## src/dmr_pkg.sv

```systemverilog
// constants for the mode register decode block
`default_nettype none
package dmr_pkg;
  // pin widths
  localparam int unsigned ADDR_W = 15;
  localparam int unsigned BANK_W = 3;
  localparam int unsigned WRC_W = 5;
  localparam int unsigned TRP_W = 5;
  localparam int unsigned DAL_W = 6;
  // bank codes that select a mode register
  localparam logic [2:0] BANK_MR0 = 3'h0;
  localparam logic [2:0] BANK_MR1 = 3'h1;
  // mode register zero field positions
  localparam int unsigned MR0_TM_BIT = 7;
  localparam int unsigned MR0_DLL_RESET_REQUEST_BIT = 8;
  localparam int unsigned MR0_WR_LSB = 9;
  localparam int unsigned MR0_WR_MSB = 11;
  localparam int unsigned MR0_PPD_BIT = 12;
  // mode register one field positions
  localparam int unsigned MR1_DLLDIS_BIT = 0;
  localparam int unsigned MR1_DRV_LO_BIT = 1;
  localparam int unsigned MR1_ODT_LO_BIT = 2;
  localparam int unsigned MR1_AL_LSB = 3;
  localparam int unsigned MR1_AL_MSB = 4;
  localparam int unsigned MR1_DRV_HI_BIT = 5;
  localparam int unsigned MR1_ODT_MID_BIT = 6;
  localparam int unsigned MR1_WLVL_BIT = 7;
  localparam int unsigned MR1_ODT_HI_BIT = 9;
  localparam int unsigned MR1_TERMINATION_STROBE_ENABLE_BIT = 11;
  localparam int unsigned MR1_QOFF_BIT = 12;
  // reset values of the stored registers
  localparam logic [14:0] MR_RESET = 15'h0000;
  // write recovery codes and the cycle counts they select
  localparam logic [2:0] WR_CODE_RSVD = 3'h0;
  localparam logic [4:0] WR_CYC_RSVD = 5'h00;
  localparam logic [4:0] WR_CYC_5 = 5'h05;
  localparam logic [4:0] WR_CYC_6 = 5'h06;
  localparam logic [4:0] WR_CYC_7 = 5'h07;
  localparam logic [4:0] WR_CYC_8 = 5'h08;
  localparam logic [4:0] WR_CYC_10 = 5'h0A;
  localparam logic [4:0] WR_CYC_12 = 5'h0C;
  localparam logic [4:0] WR_CYC_14 = 5'h0E;
  // command clock period and the system clock period, in ns
  localparam int unsigned CK_PERIOD_NS = 400;
  localparam int unsigned CLK_PERIOD_NS = 50;
  localparam int unsigned CK_CYCLES = CK_PERIOD_NS / CLK_PERIOD_NS;
endpackage
`default_nettype wire

```

## src/dmr_decode.sv

```systemverilog
// mode register set decode for mode registers zero and one
`default_nettype none
module dmr_decode (
  input wire logic clock,
  input wire logic reset_n,
  // command pins, in the command clock's domain
  input wire logic cmd_clk,
  input wire logic cs_n,
  input wire logic ras_n,
  input wire logic cas_n,
  input wire logic we_n,
  input wire logic [dmr_pkg::BANK_W-1:0] bank_addr,
  input wire logic [dmr_pkg::ADDR_W-1:0] addr,
  // device core state, same clock
  input wire logic powerdown_active,
  input wire logic banks_open,
  input wire logic [dmr_pkg::TRP_W-1:0] row_precharge_cycles,
  // decoded settings
  output logic [dmr_pkg::ADDR_W-1:0] mode_reg_zero,
  output logic [dmr_pkg::ADDR_W-1:0] mode_reg_one,
  output logic normal_mode,
  output logic dll_reset_request,
  output logic [dmr_pkg::WRC_W-1:0] write_recovery_cycles,
  output logic write_recovery_reserved,
  output logic [dmr_pkg::DAL_W-1:0] autoprecharge_write_delay,
  output logic precharge_powerdown_dll_ctrl,
  output logic dll_freeze,
  output logic output_disable,
  output logic termination_strobe_enable,
  output logic write_level_enable,
  output logic dll_disable,
  output logic [2:0] nominal_termination_select,
  output logic [1:0] driver_strength_select,
  output logic [1:0] additive_latency
);

  ////////////////////////////////////////////////////////////////////////////
  // pin synchronisers
  logic [3:0] ctl_s1_q; // first stage, read only by the second
  logic [3:0] ctl_s2_q; // second stage of cs, ras, cas, we
  logic [3:0] ctl_s2_d;
  logic [2:0] ba_s1_q; // first stage bank address
  logic [2:0] ba_s2_q;
  logic [2:0] ba_s2_d;
  logic [14:0] ad_s1_q; // first stage address
  logic [14:0] ad_s2_q;
  logic [14:0] ad_s2_d;
  logic ck_s1_q; // first stage command clock
  logic ck_s2_q;
  logic ck_s3_q; // edge detect history, reads stage two only
  logic ck_s2_d;
  logic ck_s3_d;
  logic ck_rise; // command clock rising edge seen

  // two flops per pin, three on the command clock; the pins settle long before the slow clock edge
  always_comb begin
    ctl_s2_d = ctl_s1_q;
    ba_s2_d = ba_s1_q;
    ad_s2_d = ad_s1_q;
    ck_s2_d = ck_s1_q;
    ck_s3_d = ck_s2_q;
  end

  // register the synchroniser stages
  always_ff @(posedge clock) begin
    if (!reset_n) begin
      ctl_s1_q <= 4'hF;
      ctl_s2_q <= 4'hF;
      ba_s1_q <= 3'h0;
      ba_s2_q <= 3'h0;
      ad_s1_q <= 15'h0000;
      ad_s2_q <= 15'h0000;
      ck_s1_q <= 1'h0;
      ck_s2_q <= 1'h0;
      ck_s3_q <= 1'h0;
    end else begin
      ctl_s1_q <= {cs_n, ras_n, cas_n, we_n};
      ctl_s2_q <= ctl_s2_d;
      ba_s1_q <= bank_addr;
      ba_s2_q <= ba_s2_d;
      ad_s1_q <= addr;
      ad_s2_q <= ad_s2_d;
      ck_s1_q <= cmd_clk;
      ck_s2_q <= ck_s2_d;
      ck_s3_q <= ck_s3_d;
    end
  end

  assign ck_rise = ck_s2_q && !ck_s3_q;

  ////////////////////////////////////////////////////////////////////////////
  // command decode
  logic mrs_cmd; // all four strobes low at a command clock rising edge
  logic mr0_wr;
  logic mr1_wr;

  always_comb begin
    mrs_cmd = ck_rise && (ctl_s2_q == 4'h0);
    mr0_wr = mrs_cmd && (ba_s2_q == dmr_pkg::BANK_MR0);
    mr1_wr = mrs_cmd && (ba_s2_q == dmr_pkg::BANK_MR1);
  end

  ////////////////////////////////////////////////////////////////////////////
  // write recovery code to cycles
  function automatic logic [4:0] wr_decode(input logic [2:0] code);
    logic [4:0] cyc;
    cyc = dmr_pkg::WR_CYC_RSVD;
    unique case (code)
      3'h0: cyc = dmr_pkg::WR_CYC_RSVD;
      3'h1: cyc = dmr_pkg::WR_CYC_5;
      3'h2: cyc = dmr_pkg::WR_CYC_6;
      3'h3: cyc = dmr_pkg::WR_CYC_7;
      3'h4: cyc = dmr_pkg::WR_CYC_8;
      3'h5: cyc = dmr_pkg::WR_CYC_10;
      3'h6: cyc = dmr_pkg::WR_CYC_12;
      3'h7: cyc = dmr_pkg::WR_CYC_14;
    endcase
    return cyc;
  endfunction

  ////////////////////////////////////////////////////////////////////////////
  // mode register state
  logic [14:0] mr0_q; // stored register zero, reset bit self-clears
  logic [14:0] mr0_d;
  logic [14:0] mr1_q;
  logic [14:0] mr1_d;
  logic [4:0] wrc_q; // decoded write recovery cycles
  logic [4:0] wrc_d;
  logic wr_rsvd_q;
  logic wr_rsvd_d;
  logic [5:0] dal_q;
  logic [5:0] dal_d;
  logic freeze_q;
  logic freeze_d;
  logic [2:0] wr_code;

  // next values of all stored settings
  always_comb begin
    mr0_d = mr0_q;
    mr1_d = mr1_q;
    // reset request lasts one cycle then clears
    mr0_d[dmr_pkg::MR0_DLL_RESET_REQUEST_BIT] = 1'b0;
    if (mr0_wr) begin
      // whole word kept; high address bits stored as driven
      mr0_d = ad_s2_q;
    end
    if (mr1_wr) begin
      mr1_d = ad_s2_q;
    end
    wr_code = mr0_d[dmr_pkg::MR0_WR_MSB:dmr_pkg::MR0_WR_LSB];
    wrc_d = wr_decode(wr_code);
    wr_rsvd_d = (wr_code == dmr_pkg::WR_CODE_RSVD);
    dal_d = {1'b0, wrc_q} + {1'b0, row_precharge_cycles};
    // slow exit freezes in precharge powerdown
    // open banks mean active powerdown, dll stays on
    freeze_d = powerdown_active && !banks_open && !mr0_q[dmr_pkg::MR0_PPD_BIT];
  end

  // register stored settings
  always_ff @(posedge clock) begin
    if (!reset_n) begin
      mr0_q <= dmr_pkg::MR_RESET;
      mr1_q <= dmr_pkg::MR_RESET;
      wrc_q <= dmr_pkg::WR_CYC_RSVD;
      wr_rsvd_q <= 1'b1;
      dal_q <= 6'h00;
      freeze_q <= 1'b0;
    end else begin
      mr0_q <= mr0_d;
      mr1_q <= mr1_d;
      wrc_q <= wrc_d;
      wr_rsvd_q <= wr_rsvd_d;
      dal_q <= dal_d;
      freeze_q <= freeze_d;
    end
  end

  ////////////////////////////////////////////////////////////////////////////
  // outputs, all from flops
  assign mode_reg_zero = mr0_q;
  assign mode_reg_one = mr1_q;
  // normal mode when test bit clear
  assign normal_mode = !mr0_q[dmr_pkg::MR0_TM_BIT];
  assign dll_reset_request = mr0_q[dmr_pkg::MR0_DLL_RESET_REQUEST_BIT];
  assign write_recovery_cycles = wrc_q;
  assign write_recovery_reserved = wr_rsvd_q;
  assign autoprecharge_write_delay = dal_q;
  assign precharge_powerdown_dll_ctrl = mr0_q[dmr_pkg::MR0_PPD_BIT];
  assign dll_freeze = freeze_q;
  assign output_disable = mr1_q[dmr_pkg::MR1_QOFF_BIT];
  assign termination_strobe_enable = mr1_q[dmr_pkg::MR1_TERMINATION_STROBE_ENABLE_BIT];
  assign write_level_enable = mr1_q[dmr_pkg::MR1_WLVL_BIT];
  assign dll_disable = mr1_q[dmr_pkg::MR1_DLLDIS_BIT];
  assign nominal_termination_select = {mr1_q[dmr_pkg::MR1_ODT_HI_BIT],
    mr1_q[dmr_pkg::MR1_ODT_MID_BIT], mr1_q[dmr_pkg::MR1_ODT_LO_BIT]};
  assign driver_strength_select = {mr1_q[dmr_pkg::MR1_DRV_HI_BIT],
    mr1_q[dmr_pkg::MR1_DRV_LO_BIT]};
  assign additive_latency = mr1_q[dmr_pkg::MR1_AL_MSB:dmr_pkg::MR1_AL_LSB];
endmodule
`default_nettype wire

```

## config.mk

```make
export PLATFORM = sky130hd
export DESIGN_NAME = dmr_decode
export DESIGN_NICKNAME = d
export VERILOG_FILES = /design/src/dmr_pkg.sv /design/src/dmr_decode.sv
export SDC_FILE = /design/constraint.sdc
export NUM_CORES = 1
export LEC_CHECK = 0
export BUFFER_PORTS_ARGS = -buffer_cell sky130_fd_sc_hd__buf_2
export CAP_MARGIN = 40
export CORE_UTILIZATION = 53
export CTS_BUF_LIST = sky130_fd_sc_hd__clkbuf_4 sky130_fd_sc_hd__clkbuf_8
export DETAILED_ROUTE_END_ITERATION = 10
export HOLD_SLACK_MARGIN = 0.02
export MAX_ROUTING_LAYER = met4
export PLACE_DENSITY = 0.81
export SYNTH_ARGS = -nofsm -noshare
export SYNTH_HDL_FRONTEND = slang
export SYNTH_SLANG_ARGS = --single-unit
```

## constraint.sdc

```tcl
create_clock -name clock -period 2.15 [get_ports clock]
set_input_delay 0 -clock clock [delete_from_list [all_inputs] [get_ports clock]]
set_output_delay 0 -clock clock [all_outputs]
set_load 0.02 [all_outputs]
```

# ---- Word level (Yosys, flattened, before mapping)
# Memory sizes are Yosys's and may differ from the RTL's. A register that Yosys moved wholly into a read port is not among the register bits.
# Index checks and enable logic that the tools add are counted.
dict set report word_totals {
  rom_bits 32
  wordCells 36
  n_memories 1
  output_inout_bits 57
  reg_bits 90
}
dict set report op_classes {
  n_mux 1
  n_addsub 1
  n_eq_ne 1
  reduce_logical 15
}
# name words word_bits rd rd_ports_with_merged_regs write_ports line_no
set memory_table {}
lappend memory_table {{(name not given)} 8 4 1 1 0 dmr_decode.sv:108} ;# unique case (code)
# operator n
set ops {}
lappend ops {{$mux W12} 1}
lappend ops {{$add A5 B5 Y6} 1}
lappend ops {{$logic_and A1 B1 Y1} 6}
lappend ops {{$logic_not A3 Y1} 2}
lappend ops {{$logic_not A1 Y1} 5}
lappend ops {{$logic_not A4 Y1} 1}
lappend ops {{$eq A3 B1 Y1 const B} 1}
lappend ops {{$reduce_and A2 Y1} 1}

# ---- Depth between registers and ports, before layout
dict set report depth {
  ltp_word 6
  ltp_mapped 7
  ltp_nobuf 7
}

# ---- Worst setup path before layout
# Ideal clock, no wire load.
dict set report synth_path {
  path_type {input -> register}
  start {in row_precharge_cycles[0] (netlist bit)}
  end {reg dal_q[4], in the netlist autoprecharge_write_delay[4]}
  setup_time_ps 116
  path_stages 7
  setup_slack_ps 1008
  required_time_ps 2034
  t_arrival_ps 1026
  cell_sequence {ha_1 > inv_1 > fa_1 > nor2b_1 > o21a_1 > o21ai_0 > and3b_1}
}
dict set report synth_between {
  elab_chain_cells 1
}
# element line_no
set synth_lines {}
lappend synth_lines {{from (decl)} dmr_decode.sv:17} ;# input wire logic [dmr_pkg::TRP_W-1:0] row_precharge_cycles,
lappend synth_lines {{$add A5 B5 Y6} dmr_decode.sv:153} ;# dal_d = {1'b0, wrc_q} + {1'b0, row_precharge_cycles};
lappend synth_lines {{to (signal assigned)} dmr_decode.sv:173} ;# dal_q <= dal_d;
lappend synth_lines {{to (decl)} dmr_decode.sv:131} ;# logic [5:0] dal_q;
# Every way passes these cells.
# A chain may end at the register's enable or synchronous reset.

# ---- Worst setup path after layout
dict set report layout_path {
  start {reg ck_s3_q}
  end {reg mr0_q[2], in the netlist mode_reg_zero[2]}
}
dict set report layout_between {
  elab_chain_cells 4
}
# element line_no
set layout_lines {}
lappend layout_lines {{from (decl)} dmr_decode.sv:50} ;# logic ck_s3_q;
lappend layout_lines {{from (signal assigned)} dmr_decode.sv:85} ;# ck_s3_q <= ck_s3_d;
lappend layout_lines {{$logic_not A1 Y1} dmr_decode.sv:89} ;# assign ck_rise = ck_s2_q && !ck_s3_q;
lappend layout_lines {{$logic_and A1 B1 Y1} dmr_decode.sv:89}
lappend layout_lines {{$logic_and A1 B1 Y1} dmr_decode.sv:98} ;# mrs_cmd = ck_rise && (ctl_s2_q == 4'h0);
lappend layout_lines {{$logic_and A1 B1 Y1} dmr_decode.sv:99} ;# mr0_wr = mrs_cmd && (ba_s2_q == dmr_pkg::BANK_MR0);
lappend layout_lines {{to (signal assigned)} dmr_decode.sv:162} ;# mr0_q <= dmr_pkg::MR_RESET;
lappend layout_lines {{to (signal assigned)} dmr_decode.sv:169} ;# mr0_q <= mr0_d;
lappend layout_lines {{to (decl)} dmr_decode.sv:123} ;# logic [14:0] mr0_q;
# Every way passes these cells.

==> out/results.tsv <==
metric	value	unit
RD Place Congestion	0.819	
area leader, netlist	dfxtp_1	
commonest non-fill, non-tap cell in the layout	dfxtp_1	
Layout Skew	0.00712	ns
Non-Filler Instances	479	
Via density	4.70	
synth top area cells	dfxtp_1, and2_1, nand3_1, o21ai_0, buf_4	
Die ar.	6060	um^2
gr ovfl total	0	
Multi-input gate area	1060	um^2
DRC	0	
CTS max path bufs	2	
post-synthesis compound-gate area fraction	0.0665	
Post-CTS Resized	0	
Final min period	1.71	ns
Die Ht	77.8	um
Clk Latency, worst-skew pair	0.34	ns
register area share after synthesis	0.578	
first-pass GRT wire length	8.83	mm
most frequent cells in the layout	dfxtp_1, buf_2, and2_1	
Initial Util	0.550	
crit path kind	flop to flop	
synthesized-area fraction occupied by adder cells	0.0230	
critical path arrival	1.98	ns
fill count	448	
CTS tree	done	
Final ANT Viol Nets	0	
RSZ-0062 raised after global routing	no	
setup TNS	0	ns
CP Data Required Time	2.42	ns
Slew headroom	0.645	
endpoints failing setup	0	
Synth Cell Area	3050	um^2
main combinational cell family by area after synthesis	simple AND/OR/NAND/NOR gates	
clk sinks	88	
most used flip-flop cell after synthesis	dfxtp_1	
Worst Path Max Fanout	23	
PwrDens	743	nW/um^2
PortBufs	87	
synthesized flop and latch total	88	
Root Driver	clkbuf_8	
Area Growth Syn to Fin	26.4	%
Ys Warns	0	
layout cells sized above 1	0.278	
register area	1760	um^2
syn nets	343	
Synth cell types	39	
standard-cell row count	27	
largest net degree at the start of global routing	68	
initial antenna violation count	0	
post-synthesis area per instance	9.96	um^2
cell count after synthesis	306	
Final Hold Viols	0	
placement-stage cell area	3400	um^2
HP Class	input port to flop	
Hold WS	0.0806	ns
DIE WIDTH	77.8	um
core area	5540	um^2
vias in the first global route	1982	
Async SR Flop Fraction	0	
status	finished, final reports clean	
Slew @ Worst Pin	0.532	ns
XOR/XNOR Fraction of Synth Area	0.00575	
Num CTS Buffers	9	
GR Util All Layers	0.197	
LEAKAGE	1.73	nW
Worst setup EP type	flop	
design area	3850	um^2
worst vdd ir	0.000504	V
top-area cell type share of the netlist area	0.578	
f_max	584	MHz
post-synthesis mux area share	0.00698	
DRT Pass-1 Iters	4	
num ports	89	
Post-synth EDFFs	0	
Avg WL per Cell	11.1	um
Final period util	0.797	
vias	2250	
Reg clk slew, reported paths	0.08	ns
critical path launch point type	flop	
Simple-Gate Fraction of Synth Area	0.244	
hpwl dp	3.50	mm
Final Slew Violations	0	
nets@finish	439	
diode count	0	
DRT iter0 DRCs	213	
dpl cells	436	
Routed WL	5.34	mm
CTS H-Tree Depth	3	
max-cap violations	0	
logic make-up after synthesis:
group                      count (synthesis)
and+or+nand+nor                          133
DFF                                       88
buffers and inverters                     38
AOI/OAI and AO/OA                         37
adders and majority gates                  5
xor gates and xnor gates                   2
muxes                                      2
other                                      1
worst max-delay path, stage by stage (launching register included):
cell	delay, ns
dfxtp_1	0.32
or4b_4	0.55
nor3_4	0.29
buf_4	0.28
nand3_1	0.10
o21ai_0	0.09
routing by layer:
layer,track usage,routed length [um]
met3,0.0400,288
met5,-,0
met2,0.316,2590
met4,0.115,92
met1,0.227,2360
power by group:
part	internal (mW)	switching (mW)	total, mW	leakage (nW)
logic	0.0897	0.0657	0.155	0.915
clock network	0.479	0.537	1.02	0.0934
registers	1.67	0.0187	1.69	0.721
total	2.24	0.621	2.86	1.73
registers in the layout, indices dropped and copies added, names as in the netlist:
name,flops
mode_reg_one,15
ba_s2_q,3
ad_s2_q,15
ctl_s2_q,4
ctl_s1_q,4
write_recovery_cycles,3
ad_s1_q,15
ck_s3_q,1
ba_s1_q,3
dll_freeze,1
ck_s1_q,1
write_recovery_reserved,1
autoprecharge_write_delay,6
mode_reg_zero,15
ck_s2_q,1
per-stage QoR:
step | power (mW) | utilization | setup slack [ns]
finish | 2.86 | 0.696 | 0.436
global route | 2.98 | 0.696 | 0.290
floorplan | 1.80 | - | 0.529
global placement | 1.85 | 0.614 | 0.513
CTS | 2.89 | 0.696 | 0.432
detailed placement | 1.85 | 0.614 | 0.449
Yosys cell counts, types with 2 or more instances:
cell and number:
or4_1 2, clkbuf_1 13, o21ai_0 31, ha_1 4, nand2b_1 9, dfxtp_1 88
nor2_1 2, nand3_1 32, nor2b_1 4, and2_1 42, xnor2_1 2, inv_1 4
nand2_1 31, buf_4 16, buf_1 2
cell type report:
cell class | count | area share
inverter | 4 | 0.00390
multi-input combinational | 180 | 0.275
timing repair buffer | 119 | 0.194
clock inverter | 4 | 0.00779
sequential | 88 | 0.457
tap | 72 | 0.0234
clock buffer | 12 | 0.0396
path summary, 6_finish.rpt:
kind	start	end	slack, ns	cells after the start
worst max-delay path	ck_s3_q	mode_reg_zero[2]	0.44	5
worst min-delay path	row_precharge_cycles[1]	autoprecharge_write_delay[1]	0.08	4
worst max register to register	ck_s3_q	mode_reg_zero[2]	0.44	5
worst min register to register	ctl_s1_q[1]	ctl_s2_q[1]	0.41	1
what timing repair did:
item | CTS | global route
hold buffers | 27 | 0
endpoints found under the hold margin | 27 | 0
buffers inserted | 0 | 0
Note: power is estimated with default switching activity, not from simulation.
